[config.mk]
export PLATFORM = sky130hd
export DESIGN_NAME = mfi_top
export DESIGN_NICKNAME = d
export VERILOG_FILES = /design/src/mfi_pkg.sv /design/src/mfi_debounce.sv /design/src/mfi_top.sv
export VERILOG_INCLUDE_DIRS = /design/src /design/src/src
export SDC_FILE = /design/constraint.sdc
export NUM_CORES = 1
export LEC_CHECK = 0
export BUFFER_PORTS_ARGS = -buffer_cell sky130_fd_sc_hd__buf_4
export CAP_MARGIN = 20
export CORE_MARGIN = 3
export CORE_UTILIZATION = 50
export CTS_CLUSTER_DIAMETER = 30
export DETAILED_ROUTE_END_ITERATION = 10
export GPL_ROUTABILITY_DRIVEN = 0
export GPL_TIMING_DRIVEN = 0
export PLACE_DENSITY_LB_ADDON = 0.12
export SLEW_MARGIN = 20
export SYNTH_ARGS = -nofsm -noshare
export SYNTH_HDL_FRONTEND = slang
export SYNTH_SLANG_ARGS = --single-unit
[constraint.sdc]
create_clock -name hclk -period 5.2 [get_ports hclk]
set_input_delay 0.52 -clock hclk [delete_from_list [all_inputs] [get_ports hclk]]
set_output_delay 0.52 -clock hclk [all_outputs]
set_load 0.05 [all_outputs]
[src/mfi_params.svh]
`ifndef MFI_PARAMS_SVH
`define MFI_PARAMS_SVH

// register byte offsets
`define MFI_OFF_POL       8'h00
`define MFI_OFF_DBT       8'h04
`define MFI_OFF_MAP       8'h08
`define MFI_OFF_CTRL      8'h0c
`define MFI_OFF_RAW       8'h10
`define MFI_OFF_STAT      8'h14

// reset values
`define MFI_POL_RST       12'h000
`define MFI_DBT_RST       5'h01
`define MFI_MAP_RST       24'h000000
`define MFI_CTRL_RST      16'h0000

// debounce setting range and timing
`define MFI_DBT_MIN       5'h01
`define MFI_DBT_MAX       5'h14
`define MFI_CLK_MHZ       50
`define MFI_DBT_UNIT_MS   2
`define MFI_DBT_UNIT_CYC  (`MFI_DBT_UNIT_MS * 1000 * `MFI_CLK_MHZ)

// function map fields: terminal number 1..12, 0 = unassigned
`define MFI_MAP_F19_LSB   0
`define MFI_MAP_F20_LSB   4
`define MFI_MAP_F21_LSB   8
`define MFI_MAP_F22_LSB   12
`define MFI_MAP_F23_LSB   16
`define MFI_MAP_F24_LSB   20

// control fields
`define MFI_CTRL_CS_LSB   0
`define MFI_CTRL_DIR_LSB  2
`define MFI_CTRL_STOP_BIT 4
`define MFI_CTRL_FQ1_LSB  8
`define MFI_CTRL_FQ2_LSB  12

// command source codes
`define MFI_CS_KEYPAD     2'h0
`define MFI_CS_EXT2W      2'h1
`define MFI_CS_EXT3W      2'h2
`define MFI_CS_COMM       2'h3

// terminal 3 is the low bit of the speed index
`define MFI_SPD_LSB       2
`define MFI_POL_LOCK_MASK 12'h007

`endif

[src/mfi_pkg.sv]
`default_nettype none
package mfi_pkg;
  typedef enum logic [2:0] {
    program_idle_state     = 3'b001,
    program_run_state      = 3'b010,
    program_download_state = 3'b100
  } mfi_prog_e;
  typedef logic [1:0] mfi_cs_t;
endpackage : mfi_pkg
`default_nettype wire

[src/mfi_debounce.sv]
`default_nettype none
module mfi_debounce #(
  parameter int CW = 22
) (
  // clock and reset
  input  wire logic          hclk,
  input  wire logic          hresetn,
  // level in and out
  input  wire logic          in_level,
  input  wire logic [CW-1:0] limit,
  output logic               out_level
);
  import mfi_pkg::*;

  logic          out_r;
  logic          out_nxt;
  logic [CW-1:0] cnt_r;
  logic [CW-1:0] cnt_nxt;
  wire           differs = in_level != out_r;
  wire           expired = (cnt_r + CW'(1)) >= limit;

  // any return to the held level restarts the count, so short pulses vanish
  assign cnt_nxt   = (!differs || expired) ? '0 : cnt_r + CW'(1);
  assign out_nxt   = (differs && expired) ? in_level : out_r;
  assign out_level = out_r;

  always_ff @(posedge hclk or negedge hresetn) begin
    if (!hresetn) begin
      out_r <= 1'b1;
      cnt_r <= '0;
    end else begin
      out_r <= out_nxt;
      cnt_r <= cnt_nxt;
    end
  end
endmodule // mfi_debounce
`default_nettype wire

[src/mfi_top.sv]
// What this block does
// - function 19 terminal on: commands from keypad; off: from command-source parameter
// - function 20 terminal on: commands from comm link; off: from command-source parameter
// - function 21 terminal sets direction first, only when direction control is zero
// - function 22 terminal on selects second frequency source, off the first
// - function 23 on while stopped enters run; off returns idle and stops motor
// - function 23 terminal ignored while in program-download state
// - function 24 on while stopped enters download; off returns idle and stops motor
// - function 24 terminal ignored while in program-run state
// - keypad cannot change program state when commands come from external terminals
// - terminals 6..3 form speed index, zero is master frequency
// - polarity register 0..4095, reset zero, bit zero is terminal one
// - polarity bit one means normally closed, inverting the terminal
// - polarity of terminals 1..3 ignored in two- or three-wire terminal mode
// - extension terminals use higher polarity bits
// - terminals active low; raw status reads all ones when idle
`include "mfi_params.svh"
`default_nettype none
module mfi_top #(
  parameter int N_TERM       = 12,
  parameter int DBT_UNIT_CYC = `MFI_DBT_UNIT_CYC
) (
  // ahb-lite slave
  input  wire logic                hclk,
  input  wire logic                hresetn,
  input  wire logic                hsel,
  input  wire logic [7:0]          haddr,
  input  wire logic [1:0]          htrans,
  input  wire logic                hwrite,
  input  wire logic [2:0]          hsize,
  input  wire logic                hready,
  input  wire logic [31:0]         hwdata,
  output logic [31:0]              hrdata,
  output logic                     hreadyout,
  output logic                     hresp,
  // terminal pins, low means acting
  input  wire logic [N_TERM-1:0]   term_pin,
  // drive and keypad
  input  wire logic                drive_stopped,
  input  wire logic                kp_prog_run,
  input  wire logic                kp_prog_dl,
  input  wire logic                kp_prog_idle,
  // decoded results
  output logic [N_TERM-1:0]        term_active,
  output mfi_pkg::mfi_cs_t         cmd_source,
  output logic                     sel_second_freq,
  output logic [3:0]               freq_source,
  output logic                     dir_override,
  output logic                     dir_reverse,
  output logic [3:0]               speed_index,
  output mfi_pkg::mfi_prog_e       prog_state,
  output logic                     prog_stop_req,
  output logic                     stop_method
);
  import mfi_pkg::*;

  localparam int CW = 22;

  // registers
  logic [N_TERM-1:0] pol_r;
  logic [4:0]        dbt_r;
  logic [23:0]       map_r;
  logic [15:0]       ctrl_r;
  logic              dp_wr_r;
  logic [7:0]        dp_addr_r;
  logic [31:0]       hrdata_r;

  // bus decode
  wire ap_take = hsel && htrans[1] && hready;
  wire wr_pol  = dp_wr_r && dp_addr_r == `MFI_OFF_POL;
  wire wr_dbt  = dp_wr_r && dp_addr_r == `MFI_OFF_DBT;
  wire wr_map  = dp_wr_r && dp_addr_r == `MFI_OFF_MAP;
  wire wr_ctrl = dp_wr_r && dp_addr_r == `MFI_OFF_CTRL;
  // out-of-range debounce settings are dropped so the delay never reaches zero
  wire dbt_ok  = hwdata[4:0] >= `MFI_DBT_MIN && hwdata[4:0] <= `MFI_DBT_MAX;

  always_ff @(posedge hclk or negedge hresetn) begin
    if (!hresetn) begin
      dp_wr_r   <= 1'b0;
      dp_addr_r <= 8'h00;
    end else begin
      dp_wr_r   <= ap_take && hwrite;
      dp_addr_r <= ap_take ? haddr : dp_addr_r;
    end
  end

  always_ff @(posedge hclk or negedge hresetn) begin
    if (!hresetn) begin
      pol_r  <= N_TERM'(`MFI_POL_RST);
      dbt_r  <= `MFI_DBT_RST;
      map_r  <= `MFI_MAP_RST;
      ctrl_r <= `MFI_CTRL_RST;
    end else begin
      if (wr_pol) pol_r <= hwdata[N_TERM-1:0];
      if (wr_dbt && dbt_ok) dbt_r <= hwdata[4:0];
      if (wr_map) map_r <= hwdata[23:0];
      if (wr_ctrl) ctrl_r <= hwdata[15:0];
    end
  end

  // fields
  wire mfi_cs_t cs_param = ctrl_r[`MFI_CTRL_CS_LSB +: 2];
  wire [1:0]    dir_ctl  = ctrl_r[`MFI_CTRL_DIR_LSB +: 2];
  wire [3:0]    fq1      = ctrl_r[`MFI_CTRL_FQ1_LSB +: 4];
  wire [3:0]    fq2      = ctrl_r[`MFI_CTRL_FQ2_LSB +: 4];

  // pin synchroniser, idle high
  logic [N_TERM-1:0] sync1_r;
  logic [N_TERM-1:0] sync2_r;
  logic [N_TERM-1:0] deb;
  always_ff @(posedge hclk or negedge hresetn) begin
    if (!hresetn) begin
      sync1_r <= '1;
      sync2_r <= '1;
    end else begin
      sync1_r <= term_pin;
      sync2_r <= sync1_r;
    end
  end

  wire [CW-1:0] dbt_limit = CW'(dbt_r) * CW'(DBT_UNIT_CYC);

  genvar gi;
  generate
    for (gi = 0; gi < N_TERM; gi++) begin : g_deb
      mfi_debounce #(.CW(CW)) u_deb (
        .hclk      (hclk),
        .hresetn   (hresetn),
        .in_level  (sync2_r[gi]),
        .limit     (dbt_limit),
        .out_level (deb[gi])
      );
    end
  endgenerate

  // polarity taken from the parameter, not the override, to avoid a loop through the terminals
  wire ext_param = cs_param == `MFI_CS_EXT2W || cs_param == `MFI_CS_EXT3W;
  wire [N_TERM-1:0] pol_eff = ext_param ? (pol_r & ~N_TERM'(`MFI_POL_LOCK_MASK)) : pol_r;
  wire [N_TERM-1:0] act = ~deb ^ pol_eff;
  wire [15:0] act_pad = 16'({act, 1'b0});

  function automatic logic fn_on(input logic [3:0] num, input logic [15:0] vec);
    fn_on = num != 4'h0 && 32'(num) <= N_TERM && vec[num];
  endfunction

  wire f19_on = fn_on(map_r[`MFI_MAP_F19_LSB +: 4], act_pad);
  wire f20_on = fn_on(map_r[`MFI_MAP_F20_LSB +: 4], act_pad);
  wire f21_in = map_r[`MFI_MAP_F21_LSB +: 4] != 4'h0;
  wire f21_on = fn_on(map_r[`MFI_MAP_F21_LSB +: 4], act_pad);
  wire f22_on = fn_on(map_r[`MFI_MAP_F22_LSB +: 4], act_pad);
  wire run_on = fn_on(map_r[`MFI_MAP_F23_LSB +: 4], act_pad);
  wire dl_on  = fn_on(map_r[`MFI_MAP_F24_LSB +: 4], act_pad);

  // keypad wins if both override terminals act at once
  wire mfi_cs_t cs_eff = f19_on ? `MFI_CS_KEYPAD : f20_on ? `MFI_CS_COMM : cs_param;
  wire ext_eff = cs_eff == `MFI_CS_EXT2W || cs_eff == `MFI_CS_EXT3W;

  // program controller
  mfi_prog_e state_r;
  mfi_prog_e state_nxt;
  logic      run_d_r;
  logic      dl_d_r;
  logic      stop_r;
  wire run_rise = run_on && !run_d_r;
  wire run_fall = !run_on && run_d_r;
  wire dl_rise  = dl_on && !dl_d_r;
  wire dl_fall  = !dl_on && dl_d_r;
  wire kp_ok    = !ext_eff;
  wire to_idle  = state_nxt == program_idle_state && state_r != program_idle_state;

  always_comb begin
    state_nxt = state_r;
    unique case (state_r)
      program_idle_state: begin
        if (drive_stopped && run_rise) state_nxt = program_run_state;
        else if (drive_stopped && dl_rise) state_nxt = program_download_state;
        else if (drive_stopped && kp_ok && kp_prog_run) state_nxt = program_run_state;
        else if (drive_stopped && kp_ok && kp_prog_dl) state_nxt = program_download_state;
      end
      program_run_state: begin
        // the download terminal is not looked at here
        if (run_fall || (kp_ok && kp_prog_idle)) state_nxt = program_idle_state;
      end
      program_download_state: begin
        // the run terminal is not looked at here
        if (dl_fall || (kp_ok && kp_prog_idle)) state_nxt = program_idle_state;
      end
    endcase
  end

  always_ff @(posedge hclk or negedge hresetn) begin
    if (!hresetn) begin
      state_r <= program_idle_state;
      run_d_r <= 1'b0;
      dl_d_r  <= 1'b0;
      stop_r  <= 1'b0;
    end else begin
      state_r <= state_nxt;
      run_d_r <= run_on;
      dl_d_r  <= dl_on;
      stop_r  <= to_idle;
    end
  end

  // registered results
  logic [N_TERM-1:0] act_r;
  mfi_cs_t           cs_r;
  logic              sel2_r;
  logic [3:0]        fqs_r;
  logic              dirv_r;
  logic              dirr_r;
  logic [3:0]        spd_r;
  always_ff @(posedge hclk or negedge hresetn) begin
    if (!hresetn) begin
      act_r  <= '0;
      cs_r   <= `MFI_CS_KEYPAD;
      sel2_r <= 1'b0;
      fqs_r  <= 4'h0;
      dirv_r <= 1'b0;
      dirr_r <= 1'b0;
      spd_r  <= 4'h0;
    end else begin
      act_r  <= act;
      cs_r   <= cs_eff;
      sel2_r <= f22_on;
      fqs_r  <= f22_on ? fq2 : fq1;
      dirv_r <= f21_in && dir_ctl == 2'h0;
      dirr_r <= f21_on;
      spd_r  <= act[`MFI_SPD_LSB +: 4];
    end
  end

  // read data is latched in the address phase; zero wait states
  wire [31:0] rd_mux =
    haddr == `MFI_OFF_POL  ? 32'(pol_r) :
    haddr == `MFI_OFF_DBT  ? 32'(dbt_r) :
    haddr == `MFI_OFF_MAP  ? 32'(map_r) :
    haddr == `MFI_OFF_CTRL ? 32'(ctrl_r) :
    haddr == `MFI_OFF_RAW  ? 32'(deb) :
    haddr == `MFI_OFF_STAT ? {10'h000, spd_r, cs_r, 1'b0, state_r, 12'(act_r)} :
    32'h00000000;

  always_ff @(posedge hclk or negedge hresetn) begin
    if (!hresetn) hrdata_r <= 32'h00000000;
    else if (ap_take && !hwrite) hrdata_r <= rd_mux;
  end

  assign hrdata          = hrdata_r;
  assign hreadyout       = 1'b1;
  assign hresp           = 1'b0;
  assign term_active     = act_r;
  assign cmd_source      = cs_r;
  assign sel_second_freq = sel2_r;
  assign freq_source     = fqs_r;
  assign dir_override    = dirv_r;
  assign dir_reverse     = dirr_r;
  assign speed_index     = spd_r;
  assign prog_state      = state_r;
  assign prog_stop_req   = stop_r;
  assign stop_method     = ctrl_r[`MFI_CTRL_STOP_BIT];
endmodule // mfi_top
`default_nettype wire

==> results of run 1 <==
==> where the power goes <==
part | total (mW) | switching, mW | internal, mW
sequential | 3.50 | 0.124 | 3.38
combinational | 2.27 | 1.34 | 0.931
clock | 6.83 | 2.04 | 4.79
==> registers in the layout, indices dropped and copies added (netlist names), 12 cells and up <==
register and flops:
g_deb.u_deb.cnt_r 264, hrdata 24, map_r 24, ctrl_r 16
sync1_r 12, sync2_r 12, g_deb.u_deb.out_level 12, pol_r 12
==> logic make-up (layout without fill, tap and decap cells) <==
family / Yosys count / in the layout / synth area share
compound gates: 368 / 368 / 0.100
xor+xnor: 281 / 281 / 0.0996
fa+ha+maj: 238 / 238 / 0.119
buf+inv: 153 / 541 / 0.0268
flops: 417 / 417 / 0.419
mux: 94 / 94 / 0.0438
other cells: 2 / 10 / 0.000300
simple gates: 900 / 900 / 0.191
==> routing by layer <==
metal  track usage  up-vias  share of wire
li1              -     9345              -
met1         0.337     9798           0.43
met2         0.419      511           0.48
met3        0.0497      173          0.052
met4         0.100        0          0.036
met5             0        -              0
==> cell usage in the layout, fill, tap and decap left out, types with 18 or more instances in the layout <==
master       n
o21ai_0     66
dfrtp_1    375
mux2_2      74
nand2_1    147
bufinv_16   20
dfstp_2     37
buf_4      161
nand2b_1    20
ha_1       217
and3_1      87
xor2_1     105
a21o_1      38
nor2b_1    167
nor2_1     170
xnor2_1    160
a21oi_1     65
o21a_1      19
nor3_1      23
clkbuf_16  105
buf_6       24
inv_1       72
nor2b_2     24
and4_1      21
clkbuf_1    43
nand4_1     42
o211ai_1    18
nand3_1    124
==> worst max-delay path, delay by kind of cell (launching register included) <==
kind / cells / cell delay [ns]
adders and majority gates: 5 / 1.08
buffers and inverters: 3 / 0.44
and+or+nand+nor: 6 / 1.08
AOI/OAI and AO/OA: 9 / 1.54
DFF: 1 / 0.44
xor gates and xnor gates: 2 / 0.49
==> cell type report <==
cell class | instances | share of cell area
multi-input combinational | 1891 | 0.450
sequential | 417 | 0.325
clock buffer | 127 | 0.0862
timing repair buffer | 196 | 0.0591
clock inverter | 65 | 0.0301
tap | 664 | 0.0257
buffer | 76 | 0.0152
inverter | 77 | 0.00906
==> worst max path at each step <==
stage / end / cells past startpoint
after floorplan: g_deb[8].u_deb.cnt_r[10] / 23
after detailed placement: g_deb[8].u_deb.cnt_r[11] / 22
final: g_deb[8].u_deb.cnt_r[13] / 25
after CTS: g_deb[11].u_deb.cnt_r[3] / 25
after global routing: g_deb[1].u_deb.cnt_r[13] / 22
after global placement: g_deb[1].u_deb.cnt_r[13] / 19
==> through the flow <==
| stage | worst slack, ns | utilization | std cells | power [mW] | hold slack, ns |
|---|---|---|---|---|---|
| after detailed placement | -1.36 | 0.552 | 3245 | 5.47 | 0.347 |
| final | 0.0363 | 0.658 | 3513 | 12.6 | 0.119 |
| after global placement | -2.06 | 0.543 | 3230 | 5.23 | 0.348 |
| after floorplan | 0.0575 | - | 2461 | 4.59 | 0.224 |
| after global routing | -0.0813 | 0.658 | 3513 | 13.1 | 0.0961 |
| after CTS | -0.0317 | 0.642 | 3485 | 12.5 | 0.0852 |
==> what timing repair did <==
item,4_1_cts,5_1_grt
hold buffers,13,0
setup buffers,34,21
hold endpoints to repair,74,0
setup endpoints to repair,276,262
resized for setup,48,108
pin swaps,13,35
cloned,1,5
==> metrics.txt, run 1 <==
status=finished clean; Die Area=about 0.053 sq mm; Slew @ Worst Pin=between 1 and 1.5 ns; Seq. cell area=approximately 0.010 sq mm; Critical Path RT=approximately 5.8 ns; CTS sink cnt=around 420; routed len/inst=19.5 um; hold depth=2; gr usage total=0.256; Synth-to-Final Area Change=29.2%; pwr/cell area=approximately 390 mW/mm^2; worst vdd ir=about 0.27 mV; post-route cell area=0.0323 sq mm; ranking of synthesized cells by area=dfrtp_1 38%, ha_1 12%, xnor2_1 5.8%; Syn Area/Cell=a little over 10 sq um; fin crit period=approximately 5.2 ns; Worst R2R Start=dbt_r[2]; Longest Clk Path Bufs=3; total number of vias=~20000; Clock Skew=between 0.02 and 0.025 ns; Initial Util=0.509; antenna-violating nets left=0; Leak Pwr=around 15 nW; FF-to-FF End=g_deb[8].u_deb.cnt_r[13]; Commonest cells post-synth=379 x dfrtp_1, 234 x ha_1, 178 x nor2b_1; DRC violations left=0; synthesized cell area=between 0.02 and 0.03 sq mm; Worst slew margin=0.237; Most used DFF post-synth=dfrtp_1; Synth Register Bits=417; Crit Path Category=reg -> reg; top cell type's share of synthesized area=0.379; r2r worst-path depth=25; CP Launch Type=flip-flop; crit path from=dbt_r[2]; CP peak stage delay=roughly 0.45 ns; Seq/Total Area, Yosys=0.419; count leader, synth=dfrtp_1; Gate Count Post-Synth=between 2000 and 2500; Netlist cell types=between 80 and 90; die width=230 um; Async SR Flop Fraction=1.00; hold path start=hwdata[20]; DP Area=between 0.02 and 0.03 sq mm; final worst-path cycle share=0.993; CP endpoint kind=flip-flop; Synth warnings=0; vias in the first global route=just over 20000; CTS buffer count=101; number of enable flip-flop cells after synthesis=0; CTS tree=yes; initial antenna violation count=0; total gr overflow=0; most used cell, CP=ha_4; # rows=81; final count of negative-setup-slack endpoints=0; Nets=approximately 3100; io pins=between 100 and 150; DRT Pass-1 Iters=7; Diodes inserted=0; vias per cell=5.64; Fmax=194 MHz; flop2flop setup slack=~0.036 ns; H-tree levels=3; Clk Latency, worst-skew pair=between 0.6 and 0.7 ns; Crit Path Max Fanout=6; area of the multi-input gates=about 0.015 sq mm; ratio of cells with drive above 1 in the final layout=0.229; Fill cells=approximately 3800; Slowest cell on crit path=or3_4; RSZ-0062 raised after global routing=yes; largest net degree at the start of global routing=slightly below 100; CTS root buf=clkbuf_16; Synth area leader=dfrtp_1; Arr. time, crit path=roughly 5.7 ns; max-slew violations=0; Max Cap Violations=0; Iteration-0 DRC Markers=1090; drt total wl=68400 um; Die Y=around 230 um; count of final hold-check violations=0; clock slew at reported path FFs=0.05 ns; first-pass GRT wire length=108000 um; HP Class=in -> reg; Core ar.=0.0492 sq mm; Port Buffers=between 100 and 150; Final HPWL DP=~46000 um; Worst Hold Path EP=map_r[20]; setup TNS=0 ns
No activity file was read; power rests on OpenSTA's default activity.
==> run 2, diff against run 1 <==
--- a/config.mk
+++ b/config.mk
@@ -10,6 +10,7 @@
 export CAP_MARGIN = 20
 export CORE_MARGIN = 3
 export CORE_UTILIZATION = 50
+export CTS_BUF_LIST = sky130_fd_sc_hd__clkbuf_2
 export CTS_CLUSTER_DIAMETER = 30
 export DETAILED_ROUTE_END_ITERATION = 10
 export GPL_ROUTABILITY_DRIVEN = 0
==> constraint.sdc (replaced) <==
create_clock -name hclk -period 4.6 [get_ports hclk]
set_input_delay 0.46 -clock hclk [delete_from_list [all_inputs] [get_ports hclk]]
set_output_delay 0.46 -clock hclk [all_outputs]
set_load 0.05 [all_outputs]
==> run 2 against run 1 <==
  * The run now ends with setup timing left
  * Final cell count grew 5.8%
  * Clock power fell by 55%
  * Clock skew grew 0.065 ns
  * Power down 20%
  * Non-clock buffer count increased by 149
  * Critical path depth shrank 1
  * Routed wire length rose by 5.7%
  * Sequential share of layout area is 0.62 points lower
  * Flip-flop and latch count did not move
  * Count of clock-buffer cells in the layout up 60
  * Die area stayed put
  * Global-route usage grew 1.5 points
  * Critical path type unchanged
  * Critical endpoint is now g_deb[1].u_deb.cnt_r[11]
==> metrics.txt, run 2 (same netlist as run 1, synthesis figures left out) <==
status=finished with violations; failing checks=setup timing; Arr. time, crit path=6.46 ns (+0.73 ns); # rows=81 (unchanged); critical path cell sequence=ha_4 -> xor2_1 -> ha_1 -> ha_4 -> ha_4 -> a31o_4 -> a21o_1 -> a21o_4 -> a31oi_4 -> a211oi_4 -> a21o_1 -> nand2_2 -> xor2_4 -> buf_6 -> buf_12 -> ha_4 -> or4_4 -> a221oi_2 -> a21o_1 -> a21oi_2 -> o21a_1 -> or3_4 -> buf_8 -> nor2b_1; Core ar.=0.0492 sq mm (unchanged); antenna-violating nets left=0 (unchanged); crit path from=dbt_r[4]; CTS buffer count=131 (+30%); final worst-path cycle share=1.15 (+0.152); Nets=3240 (+5.8%); setup TNS=-138.61 ns (-138.61 ns); Die Y=230 um (unchanged); CP endpoint kind=flip-flop; pwr/cell area=307 mW/mm^2 (-21%); Leak Pwr=15.4 nW (+0.46%); Max Cap Violations=0 (unchanged); max reg flops=264 (unchanged); die width=230 um (unchanged); ratio of cells with drive above 1 in the final layout=0.289 (+0.0607); total number of vias=20800 (+5.0%); io pins=130 (unchanged); largest net degree at the start of global routing=99 (+1.0%); DRC violations left=0 (unchanged); final count of negative-setup-slack endpoints=276 (+276); total power=10.1 mW (-20%); Setup WS post-layout=-0.669 ns (-0.705 ns); hold path start=kp_prog_dl; Port Buffers=105 (unchanged); Worst R2R Start=dbt_r[4]; CP Launch Type=flip-flop; Final HPWL DP=45400 um (-2.0%); worst vdd ir=0.212 mV (-21%); Worst slew margin=0.241 (+0.00443); Iteration-0 DRC Markers=1243 (+14%); RSZ-0062 raised after global routing=yes; vias in the first global route=21500 (+5.2%); Die Area=0.0528 sq mm (unchanged); GR Layer Usage met3=0.0564 (+0.00669); clock slew at reported path FFs=0.10 ns (+0.05 ns); total gr overflow=0 (unchanged); vias per cell=5.60 (-0.72%); most used cell, CP=ha_4; M2 GR Usage=0.431 (+0.0118); Slowest cell on crit path=dfrtp_2; area of the multi-input gates=0.0158 sq mm (+8.5%); Fmax=190 MHz (-2.0%); met1 Track Usage GR=0.361 (+0.0249); max-slew violations=0 (unchanged); Clock Skew=0.0860 ns (+0.0646 ns); Initial Util=0.509 (unchanged); CP peak stage delay=0.44 ns (about the same); Critical Path RT=5.79 ns (+0.03 ns); Longest Clk Path Bufs=3 (unchanged); CTS sink cnt=417 (unchanged); fin crit period=5.27 ns (+0.105 ns); routed len/inst=19.4 um (-0.12%); H-tree levels=4 (+1); DRT Pass-1 Iters=8 (+1); initial antenna violation count=3 (+3); commonest non-fill, non-tap cells in the layout=376 x dfrtp_1, 199 x ha_1, 187 x clkbuf_2, 162 x buf_4, 160 x xnor2_1; first-pass GRT wire length=113000 um (+4.7%); Fill cells=3769 (-1.5%); most common cell after layout, fill and taps aside=dfrtp_1; CTS root buf=clkbuf_2; Clk Latency, worst-skew pair=1.31 ns (+0.67 ns); count of final hold-check violations=0 (unchanged); gr usage total=0.271 (+0.0151); Crit Path Category=reg -> reg; Biggest register=g_deb.u_deb.cnt_r; HP Class=in -> reg; Synth-to-Final Area Change=31.7%; Slew @ Worst Pin=1.13 ns (-0.0141 ns); GR peak layer=met2; drt total wl=72300 um (+5.7%); CTS tree=yes; Crit Path Max Fanout=6 (unchanged); Seq. cell area=0.0105 sq mm (about the same)
-- run 2: cell count changes in the layout (fill, tap and decap cells not counted), moves of 20 or more --
cell / before / now
nor2_4: 0 / 52
clkbuf_16: 105 / 8
clkbuf_2: 0 / 187
nor2b_1: 167 / 134
ha_4: 13 / 33
clkinv_1: 0 / 28
nor2_1: 170 / 108
dlygate4sd3_1: 13 / 107
nor2b_4: 1 / 50
buf_6: 24 / 52
-- run 2: cell type report --
| type | instances | area share |
|---|---|---|
| inverters | 77 | 0.00877 |
| repair buffers | 345 | 0.112 |
| flip-flops and latches | 417 | 0.318 |
| clock buffers | 187 | 0.0284 |
| plain buffers | 76 | 0.0187 |
| clock inverters | 50 | 0.00945 |
| diodes | 10 | 0.000759 |
| multi-input cells | 1891 | 0.479 |
| well taps | 664 | 0.0252 |
-- run 2: metrics by stage --
step	instances	worst slack, ns	util	hold WS, ns	cell area (sq um)
finish	3717	-0.669	0.670	0.154	33000
detailed placement	3244	-1.55	0.555	0.348	27300
global route	3716	-0.764	0.670	0.0921	33000
CTS	3679	-0.549	0.640	0.00924	31500
floorplan	2461	-0.175	-	0.164	25300
global placement	3230	-2.35	0.547	0.346	26900
-- run 2: critical path: cells and delay by family, from the launching register on --
kind	cells	cell delay, ns
AOI/OAI and AO/OA	10	1.65
adders and majority gates	5	1.19
and+or+nand+nor	4	1.01
buffers and inverters	3	0.47
DFF	1	0.44
xor gates and xnor gates	2	0.35
-- run 2: worst paths after layout --
path	to	slack, ns	depth (start not counted)
max	g_deb[1].u_deb.cnt_r[11]	-0.67	24
min reg2reg	sync2_r[6]	0.36	0
min	prog_state[2]	0.15	6
min in group asynchronous	sync1_r[11]	0.36	3
max in group asynchronous	g_deb[6].u_deb.out_level	3.22	5
max reg2reg	g_deb[1].u_deb.cnt_r[11]	-0.67	24
-- run 2: what timing repair did --
action / in CTS / in global routing
resized for setup: 187 / 260
hold buffers: 108 / 0
gates cloned: 16 / 7
setup buffers: 75 / 28
endpoints found under the setup margin: 276 / 276
hold endpoints to repair: 359 / 0
pin swaps: 65 / 83
-- run 2: layer usage --
| layer | part of all wire | routed length [um] | vias to the layer above |
|---|---|---|---|
| li1 | - | - | 9770 |
| met1 | 0.44 | 31800 | 10300 |
| met2 | 0.47 | 34100 | 596 |
| met3 | 0.054 | 3930 | 156 |
| met4 | 0.034 | 2430 | 2 |
| met5 | 0.00018 | 13 | - |
-- run 2: power by group --
group / internal, mW / switching [mW] / total [mW]
logic: 1.38 / 1.72 / 3.10
clock network: 1.33 / 1.76 / 3.09
registers: 3.80 / 0.126 / 3.93
total: 6.51 / 3.60 / 10.1
